--- src/logic/adcwp_defines.svh ---
`ifndef ADCWP_DEFINES_SVH
`define ADCWP_DEFINES_SVH

// register byte offsets
`define ADCWP_OFS_CTRL 8'h00
`define ADCWP_OFS_SHADOW 8'h04
`define ADCWP_OFS_TARGET 8'h08
`define ADCWP_OFS_STATUS 8'h0c

// control register fields
`define ADCWP_PM_LO_POS 4
`define ADCWP_PM_HI_POS 5
`define ADCWP_REF_POS 2
`define ADCWP_CTRL_RST 12'h030
`define ADCWP_SHADOW_RST 12'h000

// status register fields
`define ADCWP_ST_BUSY 0
`define ADCWP_ST_CORE 1
`define ADCWP_ST_REF 2
`define ADCWP_ST_PM_LO 3
`define ADCWP_ST_STATE_LO 5
`define ADCWP_ST_WAKE 8
`define ADCWP_ST_INVALID 9
`define ADCWP_ST_LOWPEND 10

// target register fields
`define ADCWP_TGT_SHADOW 0

// timing
`define ADCWP_CLK_NS 20
`define ADCWP_T_STBY_NS 1000
`define ADCWP_STBY_CYC ((`ADCWP_T_STBY_NS + `ADCWP_CLK_NS - 1) / `ADCWP_CLK_NS)
`define ADCWP_CONV_CYC 16
`define ADCWP_FULLUP_CYC 100
`define ADCWP_UPINT_CYC 80
`define ADCWP_UPEXT_CYC 60

`endif

--- src/logic/adcwp_pkg.sv ---
package adcwp_pkg;

  typedef enum logic [1:0] {
    PM_STANDBY = 2'b00,
    PM_AUTO_SHUT = 2'b01,
    PM_FULL_SHUT = 2'b10,
    PM_NORMAL = 2'b11
  } adcwp_mode_t;

  typedef enum logic [2:0] {
    PS_ON = 3'b000,
    PS_CONV = 3'b001,
    PS_SHUT = 3'b010,
    PS_STBY = 3'b011,
    PS_UP = 3'b100
  } adcwp_pstate_t;

endpackage : adcwp_pkg

--- src/logic/adcwp_word_if.sv ---
`timescale 1ns/1ps
interface adcwp_word_if #(parameter int DATA_W = 12);
  logic wordValid;
  logic [DATA_W-1:0] word;
  logic lowPending;

  modport src (output wordValid, output word, output lowPending);
  modport dst (input wordValid, input word, input lowPending);
endinterface : adcwp_word_if

--- src/logic/adcwp_top.sv ---
`timescale 1ns/1ps
`include "adcwp_defines.svh"
// Functional notes
// - word mode: one write takes the full word, pin zero is the lsb
// - each finished word lands in the control or the shadow register
// - byte mode: bit-8 pin is high-byte enable, two writes per word
// - high-byte enable level tells low byte from high byte
// - write happens only while select and strobe are both low
// - data pins are captured at the strobe's rising edge
// - two power bits pick normal, full shutdown, auto shutdown, standby
// - reset leaves the control register in normal mode
// - normal mode keeps the core powered once it is on
// - full shutdown powers down and keeps settings until bits change
// - leaving full shutdown for normal powers up on next start rise
// - auto shutdown: down after each conversion, up on start rise
// - auto standby: all but reference down after each conversion
// - standby wakes on start rise, needs at least one microsecond
// - busy drops low when a conversion finishes
// - start fall begins a conversion when on or powering up (not in shutdown or standby), busy high throughout
module adcwp_top #(
  parameter int DATA_W = 12,
  parameter int CONV_CYC = `ADCWP_CONV_CYC,
  parameter int FULLUP_CYC = `ADCWP_FULLUP_CYC,
  parameter int UPINT_CYC = `ADCWP_UPINT_CYC,
  parameter int UPEXT_CYC = `ADCWP_UPEXT_CYC,
  parameter int STBY_CYC = `ADCWP_STBY_CYC
) (
  input wire logic clk_sys,
  input wire logic arst_n,
  input wire logic hsel,
  input wire logic [7:0] haddr,
  input wire logic [1:0] htrans,
  input wire logic hwrite,
  input wire logic [2:0] hsize,
  input wire logic [31:0] hwdata,
  input wire logic hready,
  output logic [31:0] hrdata,
  output logic hreadyout,
  output logic hresp,
  input wire logic csN,
  input wire logic wrN,
  input wire logic wordByteSel,
  input wire logic [11:0] dataPins,
  input wire logic convStartPin,
  output logic busy,
  output logic corePowered,
  output logic refPowered
);

  localparam int CNT_W = 16;

  if (DATA_W != 12 && DATA_W != 10) begin : gBadWidth
    $error("adcwp_top: DATA_W must be 12 or 10");
  end
  if (CONV_CYC < 1 || FULLUP_CYC < 1 || UPINT_CYC < 1 ||
      UPEXT_CYC < 1 || STBY_CYC < 1) begin : gBadCount
    $error("adcwp_top: cycle counts must be at least one");
  end
  // longer waits would wrap the shared wait counter
  if (CONV_CYC >= 2**CNT_W || FULLUP_CYC >= 2**CNT_W ||
      UPINT_CYC >= 2**CNT_W || UPEXT_CYC >= 2**CNT_W ||
      STBY_CYC >= 2**CNT_W) begin : gBadRange
    $error("adcwp_top: cycle counts overflow the wait counter");
  end

  function automatic adcwp_pkg::adcwp_mode_t pmOf(
    input logic [11:0] ctrl
  );
    return adcwp_pkg::adcwp_mode_t'(
      {ctrl[`ADCWP_PM_HI_POS], ctrl[`ADCWP_PM_LO_POS]});
  endfunction : pmOf

  function automatic logic [CNT_W-1:0] cyc(input int n);
    return CNT_W'(n);
  endfunction : cyc

  //////////////////////////////////////////////////////////////////////////
  // pin write path

  adcwp_word_if #(.DATA_W(DATA_W)) wordBus ();

  adcwp_pin_port #(.DATA_W(DATA_W)) uPins (
    .clk_sys(clk_sys),
    .arst_n(arst_n),
    .csN(csN),
    .wrN(wrN),
    .wordByteSel(wordByteSel),
    .dataPins(dataPins),
    .wordOut(wordBus.src)
  );

  logic [11:0] ctrl_r;
  logic [11:0] shadow_r;
  logic toShadow_r;
  logic [11:0] wordExt;

  assign wordExt = 12'(wordBus.word);

  always_ff @(posedge clk_sys or negedge arst_n) begin
    if (!arst_n) begin
      ctrl_r <= `ADCWP_CTRL_RST;
      shadow_r <= `ADCWP_SHADOW_RST;
    end else if (wordBus.wordValid) begin
      if (toShadow_r) begin
        shadow_r <= wordExt;
      end else begin
        ctrl_r <= wordExt;
      end
    end
  end

  //////////////////////////////////////////////////////////////////////////
  // ahb-lite slave

  logic dpValid_r;
  logic dpWrite_r;
  logic [7:0] dpAddr_r;
  logic addrPhase;
  logic regWrite;
  logic tgtWrite;
  logic stWrite;
  logic [31:0] rdValue;
  logic [31:0] statusWord;
  logic invalid_r;
  logic invalidSet;

  assign addrPhase = hsel && htrans[1] && hready;
  assign regWrite = dpValid_r && dpWrite_r;
  assign tgtWrite = regWrite && dpAddr_r == `ADCWP_OFS_TARGET;
  assign stWrite = regWrite && dpAddr_r == `ADCWP_OFS_STATUS;

  always_ff @(posedge clk_sys or negedge arst_n) begin
    if (!arst_n) begin
      dpValid_r <= 1'b0;
      dpWrite_r <= 1'b0;
      dpAddr_r <= 8'h00;
    end else if (hready) begin
      dpValid_r <= addrPhase;
      dpWrite_r <= hwrite;
      dpAddr_r <= {haddr[7:2], 2'b00};
    end
  end

  // zero-wait slave, never errors
  always_ff @(posedge clk_sys or negedge arst_n) begin
    if (!arst_n) begin
      hreadyout <= 1'b0;
      hresp <= 1'b0;
    end else begin
      hreadyout <= 1'b1;
      hresp <= 1'b0;
    end
  end

  // shadow steering, cleared once a word has gone to the shadow;
  // a software set in the same cycle wins
  always_ff @(posedge clk_sys or negedge arst_n) begin
    if (!arst_n) begin
      toShadow_r <= 1'b0;
    end else if (tgtWrite) begin
      toShadow_r <= hwdata[`ADCWP_TGT_SHADOW];
    end else if (wordBus.wordValid && toShadow_r) begin
      toShadow_r <= 1'b0;
    end
  end

  always_ff @(posedge clk_sys or negedge arst_n) begin
    if (!arst_n) begin
      invalid_r <= 1'b0;
    end else if (invalidSet) begin
      invalid_r <= 1'b1;
    end else if (stWrite && hwdata[`ADCWP_ST_INVALID]) begin
      invalid_r <= 1'b0;
    end
  end

  always_comb begin
    rdValue = 32'h0000_0000;
    case ({haddr[7:2], 2'b00})
      `ADCWP_OFS_CTRL: rdValue = {20'h00000, ctrl_r};
      `ADCWP_OFS_SHADOW: rdValue = {20'h00000, shadow_r};
      `ADCWP_OFS_TARGET: rdValue = {31'h0, toShadow_r};
      `ADCWP_OFS_STATUS: rdValue = statusWord;
      default: rdValue = 32'h0000_0000;
    endcase
  end

  always_ff @(posedge clk_sys or negedge arst_n) begin
    if (!arst_n) begin
      hrdata <= 32'h0000_0000;
    end else if (addrPhase && !hwrite) begin
      hrdata <= rdValue;
    end
  end

  //////////////////////////////////////////////////////////////////////////
  // power modes and conversion timing

  adcwp_pkg::adcwp_pstate_t pst_r;
  logic [CNT_W-1:0] cnt_r;
  logic convPrev_r;
  logic convFall;
  logic convRise;
  logic wakePend_r;
  adcwp_pkg::adcwp_mode_t mode;
  adcwp_pkg::adcwp_mode_t modePrev_r;
  logic [CNT_W-1:0] upCnt;

  assign mode = pmOf(ctrl_r);
  assign convFall = convPrev_r && !convStartPin;
  assign convRise = !convPrev_r && convStartPin;
  // starting inside the power-up window yields bad data
  assign invalidSet = convFall && pst_r == adcwp_pkg::PS_UP;

  always_comb begin
    case (mode)
      adcwp_pkg::PM_STANDBY: upCnt = cyc(STBY_CYC);
      adcwp_pkg::PM_AUTO_SHUT: upCnt = ctrl_r[`ADCWP_REF_POS] ?
        cyc(UPEXT_CYC) : cyc(UPINT_CYC);
      default: upCnt = cyc(FULLUP_CYC);
    endcase
  end

  always_ff @(posedge clk_sys or negedge arst_n) begin
    if (!arst_n) begin
      convPrev_r <= 1'b1;
      modePrev_r <= adcwp_pkg::PM_NORMAL;
    end else begin
      convPrev_r <= convStartPin;
      modePrev_r <= mode;
    end
  end

  // wake from full shutdown waits for a start rise
  always_ff @(posedge clk_sys or negedge arst_n) begin
    if (!arst_n) begin
      wakePend_r <= 1'b0;
    end else if (pst_r == adcwp_pkg::PS_SHUT &&
                 modePrev_r == adcwp_pkg::PM_FULL_SHUT &&
                 mode == adcwp_pkg::PM_NORMAL) begin
      wakePend_r <= 1'b1;
    end else if (pst_r != adcwp_pkg::PS_SHUT) begin
      wakePend_r <= 1'b0;
    end
  end

  always_ff @(posedge clk_sys or negedge arst_n) begin
    if (!arst_n) begin
      pst_r <= adcwp_pkg::PS_ON;
      cnt_r <= '0;
    end else begin
      case (pst_r)
        adcwp_pkg::PS_ON: begin
          if (mode == adcwp_pkg::PM_FULL_SHUT) begin
            pst_r <= adcwp_pkg::PS_SHUT;
          end else if (convFall) begin
            pst_r <= adcwp_pkg::PS_CONV;
            cnt_r <= cyc(CONV_CYC);
          end
        end
        adcwp_pkg::PS_CONV: begin
          if (cnt_r > cyc(1)) begin
            cnt_r <= cnt_r - cyc(1);
          end else begin
            case (mode)
              adcwp_pkg::PM_AUTO_SHUT: pst_r <= adcwp_pkg::PS_SHUT;
              adcwp_pkg::PM_STANDBY: pst_r <= adcwp_pkg::PS_STBY;
              adcwp_pkg::PM_FULL_SHUT: pst_r <= adcwp_pkg::PS_SHUT;
              default: pst_r <= adcwp_pkg::PS_ON;
            endcase
          end
        end
        adcwp_pkg::PS_SHUT: begin
          if (mode == adcwp_pkg::PM_FULL_SHUT) begin
            pst_r <= adcwp_pkg::PS_SHUT;
          end else if (convRise && (wakePend_r ||
                       mode != adcwp_pkg::PM_NORMAL)) begin
            pst_r <= adcwp_pkg::PS_UP;
            cnt_r <= upCnt;
          end
        end
        adcwp_pkg::PS_STBY: begin
          if (mode == adcwp_pkg::PM_FULL_SHUT) begin
            pst_r <= adcwp_pkg::PS_SHUT;
          end else if (convRise) begin
            pst_r <= adcwp_pkg::PS_UP;
            cnt_r <= upCnt;
          end
        end
        adcwp_pkg::PS_UP: begin
          if (convFall) begin
            // converts anyway; status flags the result as invalid
            pst_r <= adcwp_pkg::PS_CONV;
            cnt_r <= cyc(CONV_CYC);
          end else if (cnt_r > cyc(1)) begin
            cnt_r <= cnt_r - cyc(1);
          end else begin
            pst_r <= adcwp_pkg::PS_ON;
          end
        end
        default: begin
          pst_r <= adcwp_pkg::PS_ON;
        end
      endcase
    end
  end

  // pin outputs follow the state one cycle later, all from flops
  always_ff @(posedge clk_sys or negedge arst_n) begin
    if (!arst_n) begin
      busy <= 1'b0;
      corePowered <= 1'b1;
      refPowered <= 1'b1;
    end else begin
      busy <= pst_r == adcwp_pkg::PS_CONV;
      corePowered <= pst_r == adcwp_pkg::PS_ON ||
                     pst_r == adcwp_pkg::PS_CONV;
      refPowered <= pst_r != adcwp_pkg::PS_SHUT;
    end
  end

  always_comb begin
    statusWord = 32'h0000_0000;
    statusWord[`ADCWP_ST_BUSY] = busy;
    statusWord[`ADCWP_ST_CORE] = corePowered;
    statusWord[`ADCWP_ST_REF] = refPowered;
    statusWord[`ADCWP_ST_PM_LO+:2] = mode;
    statusWord[`ADCWP_ST_STATE_LO+:3] = pst_r;
    statusWord[`ADCWP_ST_WAKE] = wakePend_r;
    statusWord[`ADCWP_ST_INVALID] = invalid_r;
    statusWord[`ADCWP_ST_LOWPEND] = wordBus.lowPending;
  end

  logic unusedBits;
  assign unusedBits = ^{hsize, haddr[1:0], htrans[0]};

endmodule : adcwp_top

--- src/logic/adcwp_pin_port.sv ---
`timescale 1ns/1ps
// parallel write pins to assembled words
module adcwp_pin_port #(
  parameter int DATA_W = 12
) (
  input wire logic clk_sys,
  input wire logic arst_n,
  input wire logic csN,
  input wire logic wrN,
  input wire logic wordByteSel,
  input wire logic [11:0] dataPins,
  adcwp_word_if.src wordOut
);

  logic wrActPrev_r;
  logic wrAct;
  logic wrRise;
  logic [7:0] lowByte_r;
  logic lowPend_r;
  logic wordValid_r;
  logic [DATA_W-1:0] word_r;

  // high byte carries word bits 8 and up on the low pins
  if (DATA_W < 9 || DATA_W > 12) begin : gBadWidth
    $error("adcwp_pin_port: DATA_W must be 9 to 12");
  end

  assign wrAct = !csN && !wrN;
  // strobe release after a selected low strobe ends the write, whatever csN is then
  assign wrRise = wrActPrev_r && wrN;

  always_ff @(posedge clk_sys or negedge arst_n) begin
    if (!arst_n) begin
      wrActPrev_r <= 1'b0;
    end else begin
      wrActPrev_r <= wrAct;
    end
  end

  always_ff @(posedge clk_sys or negedge arst_n) begin
    if (!arst_n) begin
      lowByte_r <= 8'h00;
      lowPend_r <= 1'b0;
      wordValid_r <= 1'b0;
      word_r <= '0;
    end else begin
      wordValid_r <= 1'b0;
      if (wrRise) begin
        if (wordByteSel) begin
          word_r <= dataPins[DATA_W-1:0];
          wordValid_r <= 1'b1;
          lowPend_r <= 1'b0;
        end else if (!dataPins[8]) begin
          lowByte_r <= dataPins[7:0];
          lowPend_r <= 1'b1;
        end else begin
          // high byte: bit 8 of the word sits on data pin zero
          word_r <= {dataPins[DATA_W-9:0], lowByte_r};
          wordValid_r <= 1'b1;
          lowPend_r <= 1'b0;
        end
      end
    end
  end

  assign wordOut.wordValid = wordValid_r;
  assign wordOut.word = word_r;
  assign wordOut.lowPending = lowPend_r;

endmodule : adcwp_pin_port

--- config.mk ---
export PLATFORM = sky130hd
export DESIGN_NAME = adcwp_top
export DESIGN_NICKNAME = d
export VERILOG_FILES = /design/src/logic/adcwp_pkg.sv /design/src/logic/adcwp_word_if.sv /design/src/logic/adcwp_top.sv /design/src/logic/adcwp_pin_port.sv
export VERILOG_INCLUDE_DIRS = /design/src /design/src/logic
export SDC_FILE = /design/constraint.sdc
export NUM_CORES = 1
export LEC_CHECK = 0
export ABC_AREA = 0
export BUFFER_PORTS_ARGS = -buffer_cell sky130_fd_sc_hd__buf_2
export CAP_MARGIN = 30
export CORE_AREA = 2 2 102 94
export DETAILED_ROUTE_END_ITERATION = 10
export DIE_AREA = 0 0 104 96
export PLACE_DENSITY = 0.78
export SETUP_SLACK_MARGIN = 0.02
export SLEW_MARGIN = 20
export SYNTH_ARGS = -nofsm -noshare
export SYNTH_HDL_FRONTEND = slang
export SYNTH_SLANG_ARGS = --single-unit
--- constraint.sdc ---
create_clock -name clk_sys -period 2.5 [get_ports clk_sys]
set_input_delay 0.125 -clock clk_sys [delete_from_list [all_inputs] [get_ports clk_sys]]
set_output_delay 0.125 -clock clk_sys [all_outputs]
set_load 0.1 [all_outputs]
==> flow_metrics.tcl <==
set metrics [dict create \
    status "completed" \
    holdPathStages 2 \
    worst_slew_pin_slew_ns 0.662 \
    synth_edf_count 0 \
    critPathKind "reg -> reg" \
    peakVddDrop_mv 0.508 \
    cts_buffers 9 \
    area_growth_syn_to_layout_pct 13.4 \
    final_cell_area_um2 5340 \
    clock_tree.root_cell "clkbuf_8" \
    rr_endpoint "pst_r[2]$_DFFE_PN0P_" \
    cts_setup_buffers 0 \
    finalHoldViolations 0 \
    num_rows 33 \
    ys_seq_area_share_pct 51.2 \
    period_share_pct 88.7 \
    port_buffers 45 \
    cts_sinks 96 \
    crit_start "cnt_r[0]$_DFFE_PN0P_" \
    antenna_cells 0 \
    drt_pre_antenna_iters 4 \
    cp-end-kind "flip-flop" \
    vias 3413 \
    dpl-instance-area_um2 4990 \
    wl_um 9310 \
    insertion_delay_ns 0.36 \
    synth_seq_cells 96 \
    fmax_mhz 451 \
    finalPower_mw 5.42 \
    clockBufferDepth 2 \
    synthCells 434 \
    ant_nets 0 \
    slew_viol_final 0 \
    drive_above_1_share_pct 25.9 \
    fin_ws_ns 0.282 \
    tns_ns 0 \
    drc_errors 0 \
    synthArstFlopShare_pct 100 \
    synth_ff_type "dfrtp_1" \
    power.density_nw_per_um2 1010 \
    p_leak_nw 2.52 \
    via_per_inst 5.50 \
    grt_max_degree 51 \
    drt_iter0_markers 126 \
    critical_path_required_ns 2.76 \
    rrSetupSlack_ns 0.28 \
    startpoint_type "flip-flop" \
    grt_use_total_pct 19.7 \
    dieArea_um2 9980 \
    place.gp.congestion 0.849 \
    h-tree-depth 3 \
    avgSynthCellArea_um2 10.9 \
    grt-ovfl-total 0 \
    final_core_util_pct 59.9 \
    reg2reg_depth 7 \
    hold_class "in -> reg" \
    grt_pass1_vias 3310 \
    pre_cts_ws_ns 0.329 \
    period_minus_slack_ns 2.22 \
    post_drt_wl_per_cell_um 15.0 \
    reg2reg_from "cnt_r[0]$_DFFE_PN0P_" \
    die_w_um 104 \
    synth_area_um2 4710 \
    setup.worst_path.end "pst_r[2]$_DFFE_PN0P_" \
    die_h_um 96 \
    yosys_warnings 0 \
    nFillCells 732 \
    clkTransAtPathRegs_ns 0.11 \
    critical_path.max_fanout 6 \
    dp_hpwl_um 6390 \
    antenna_found_initial 0 \
    postCtsResizedCells 0 \
    max_cap_violations 0 \
    relSlewSlack_pct 55.8 \
    num-nets-final 561 \
    grt_pass1_wl_um 15600 \
    synth_cell_types 55 \
    rsz0062_at_grt "no" \
    setup_viol 0 \
    skew_ns 0.0196 \
    initial_core_util_pct 52.8 \
    cts_tree "done" \
    io_pins 103 \
    worst_ep_arrival_time_ns 2.48 \
    fp.coreArea_um2 8920 \
]
logic make-up after synthesis:
logic type | count (synthesis) | synth area share (%)
AND/OR/NAND/NOR | 123 | 13.5
flip-flops | 96 | 51.2
AO/OA/AOI/OAI | 95 | 13.4
multiplexers | 66 | 15.4
buffers and inverters | 50 | 5.95
adder cells (fa/ha/maj) | 2 | 0.531
other | 2 | 0.159
power by group:
part	internal [mW]	total, mW	switching, mW
clock network	0.415	0.999	0.583
registers	1.95	2.33	0.381
logic	0.794	2.09	1.29
worst min-delay path by stage:
stage	from	end	slack, ns
final	haddr[7]	dpAddr_r[7]$_DFFE_PN0P_	0.03
after global routing	haddr[6]	dpAddr_r[6]$_DFFE_PN0P_	0.001
after CTS	dataPins[3]	uPins.lowByte_r[3]$_DFFE_PN0P_	0.002
after detailed placement	arst_n	cnt_r[15]$_DFFE_PN0P_	0.20
after global placement	arst_n	cnt_r[15]$_DFFE_PN0P_	0.19
after floorplan	arst_n	busy$_DFF_PN0_	-0.17
timing repair:
action,4_1_cts,5_1_grt
endpoints found under the hold margin,54,2
hold buffers,13,2
endpoints found under the setup margin,0,0
metrics by stage:
step	hold WS [ns]	instances
2_1_floorplan	-0.171	454
3_3_place_gp	0.190	589
3_5_place_dp	0.197	589
4_1_cts	0.00238	618
5_1_grt	0.00120	620
6_report	0.0261	620
per-layer routing:
metal	wire (µm)	global-route usage, %
met5	0	0
met1	4430	26.9
met2	4340	31.7
met4	95	6.08
met3	448	4.47
sequential cells by signal (all words and copies together) (netlist names):
signal                    count
toShadow_r                    1
uPins.wordOut.lowPending      1
uPins.lowByte_r               8
hrdata                       12
convPrev_r                    1
cnt_r                        16
ctrl_r                       12
busy                          1
wakePend_r                    1
corePowered                   1
uPins.wordOut.wordValid       1
uPins.wordOut.word           12
hreadyout                     1
modePrev_r                    2
pst_r                         3
uPins.wrActPrev_r             1
invalid_r                     1
dpWrite_r                     1
dpAddr_r                      6
dpValid_r                     1
refPowered                    1
shadow_r                     12
cell usage in the layout, fill, tap and decap left out, types with 3 or more instances in the layout:
cell type	netlist	layout
dfrtp_1	89	89
nand2_1	34	34
nand3_1	8	8
mux2_2	41	41
nand2b_1	7	7
nand4_1	5	5
o21bai_1	3	3
nor3b_1	3	3
a21oi_1	13	13
buf_2	5	44
clkbuf_8	0	10
o21a_1	3	3
mux2i_1	24	24
a22o_1	13	13
dfstp_2	7	7
dlygate4sd3_1	0	15
a21o_1	3	3
and2_1	4	4
a31oi_1	10	10
nor2_1	21	21
or3_1	5	5
nor3_1	10	10
inv_1	8	8
nor4_1	5	5
nor2b_1	6	6
conb_1	2	22
buf_4	21	11
o21ai_0	30	29
or2_2	4	4
cell type report:
| cell class | count | area [µm²] | share of cell area (%) |
|---|---|---|---|
| inverter | 8 | 30.0 | 0.562 |
| tap | 122 | 153 | 2.86 |
| clock buffer | 10 | 138 | 2.58 |
| timing repair buffer | 70 | 453 | 8.48 |
| sequential | 96 | 2410 | 45.1 |
| clock inverter | 6 | 62.6 | 1.17 |
| multi-input combinational | 308 | 2100 | 39.2 |
critical path, cell delays in order, from the launching register on:
cell and delay [ns]:
dfrtp_1 0.46, inv_1 0.08, ha_1 0.25, or2_2 0.34
and3_1 0.22, nand2b_1 0.22, o2bb2ai_2 0.18, mux2_2 0.36
cells in the mapped netlist, drive strengths merged, types with 2 or more instances:
cell,n,area (µm²)
dfrtp,89,2230
mux2,41,462
nand2,34,128
o21ai,31,155
buf,28,198
mux2i,24,240
nor2,22,85.1
a21oi,14,73.8
clkbuf,14,52.6
a22o,13,114
a31oi,10,62.6
nor3,10,50.1
inv,8,30.0
nand3,8,40.0
dfstp,7,184
nand2b,7,43.8
nor2b,6,37.5
nand4,5,31.3
nor4,5,31.3
or3,5,31.3
and2,4,25.0
nor3b,4,35.0
or2,4,25.0
a21o,3,22.5
o21a,3,22.5
o21bai,3,22.5
a211oi,2,15.0
a221o,2,20.0
a41oi,2,17.5
conb,2,7.51
ha,2,25.0
nand4b,2,17.5
o211a,2,20.0
o211ai,2,15.0
o22ai,2,12.5
or4,2,15.0
(Power assumes the default switching activity.)
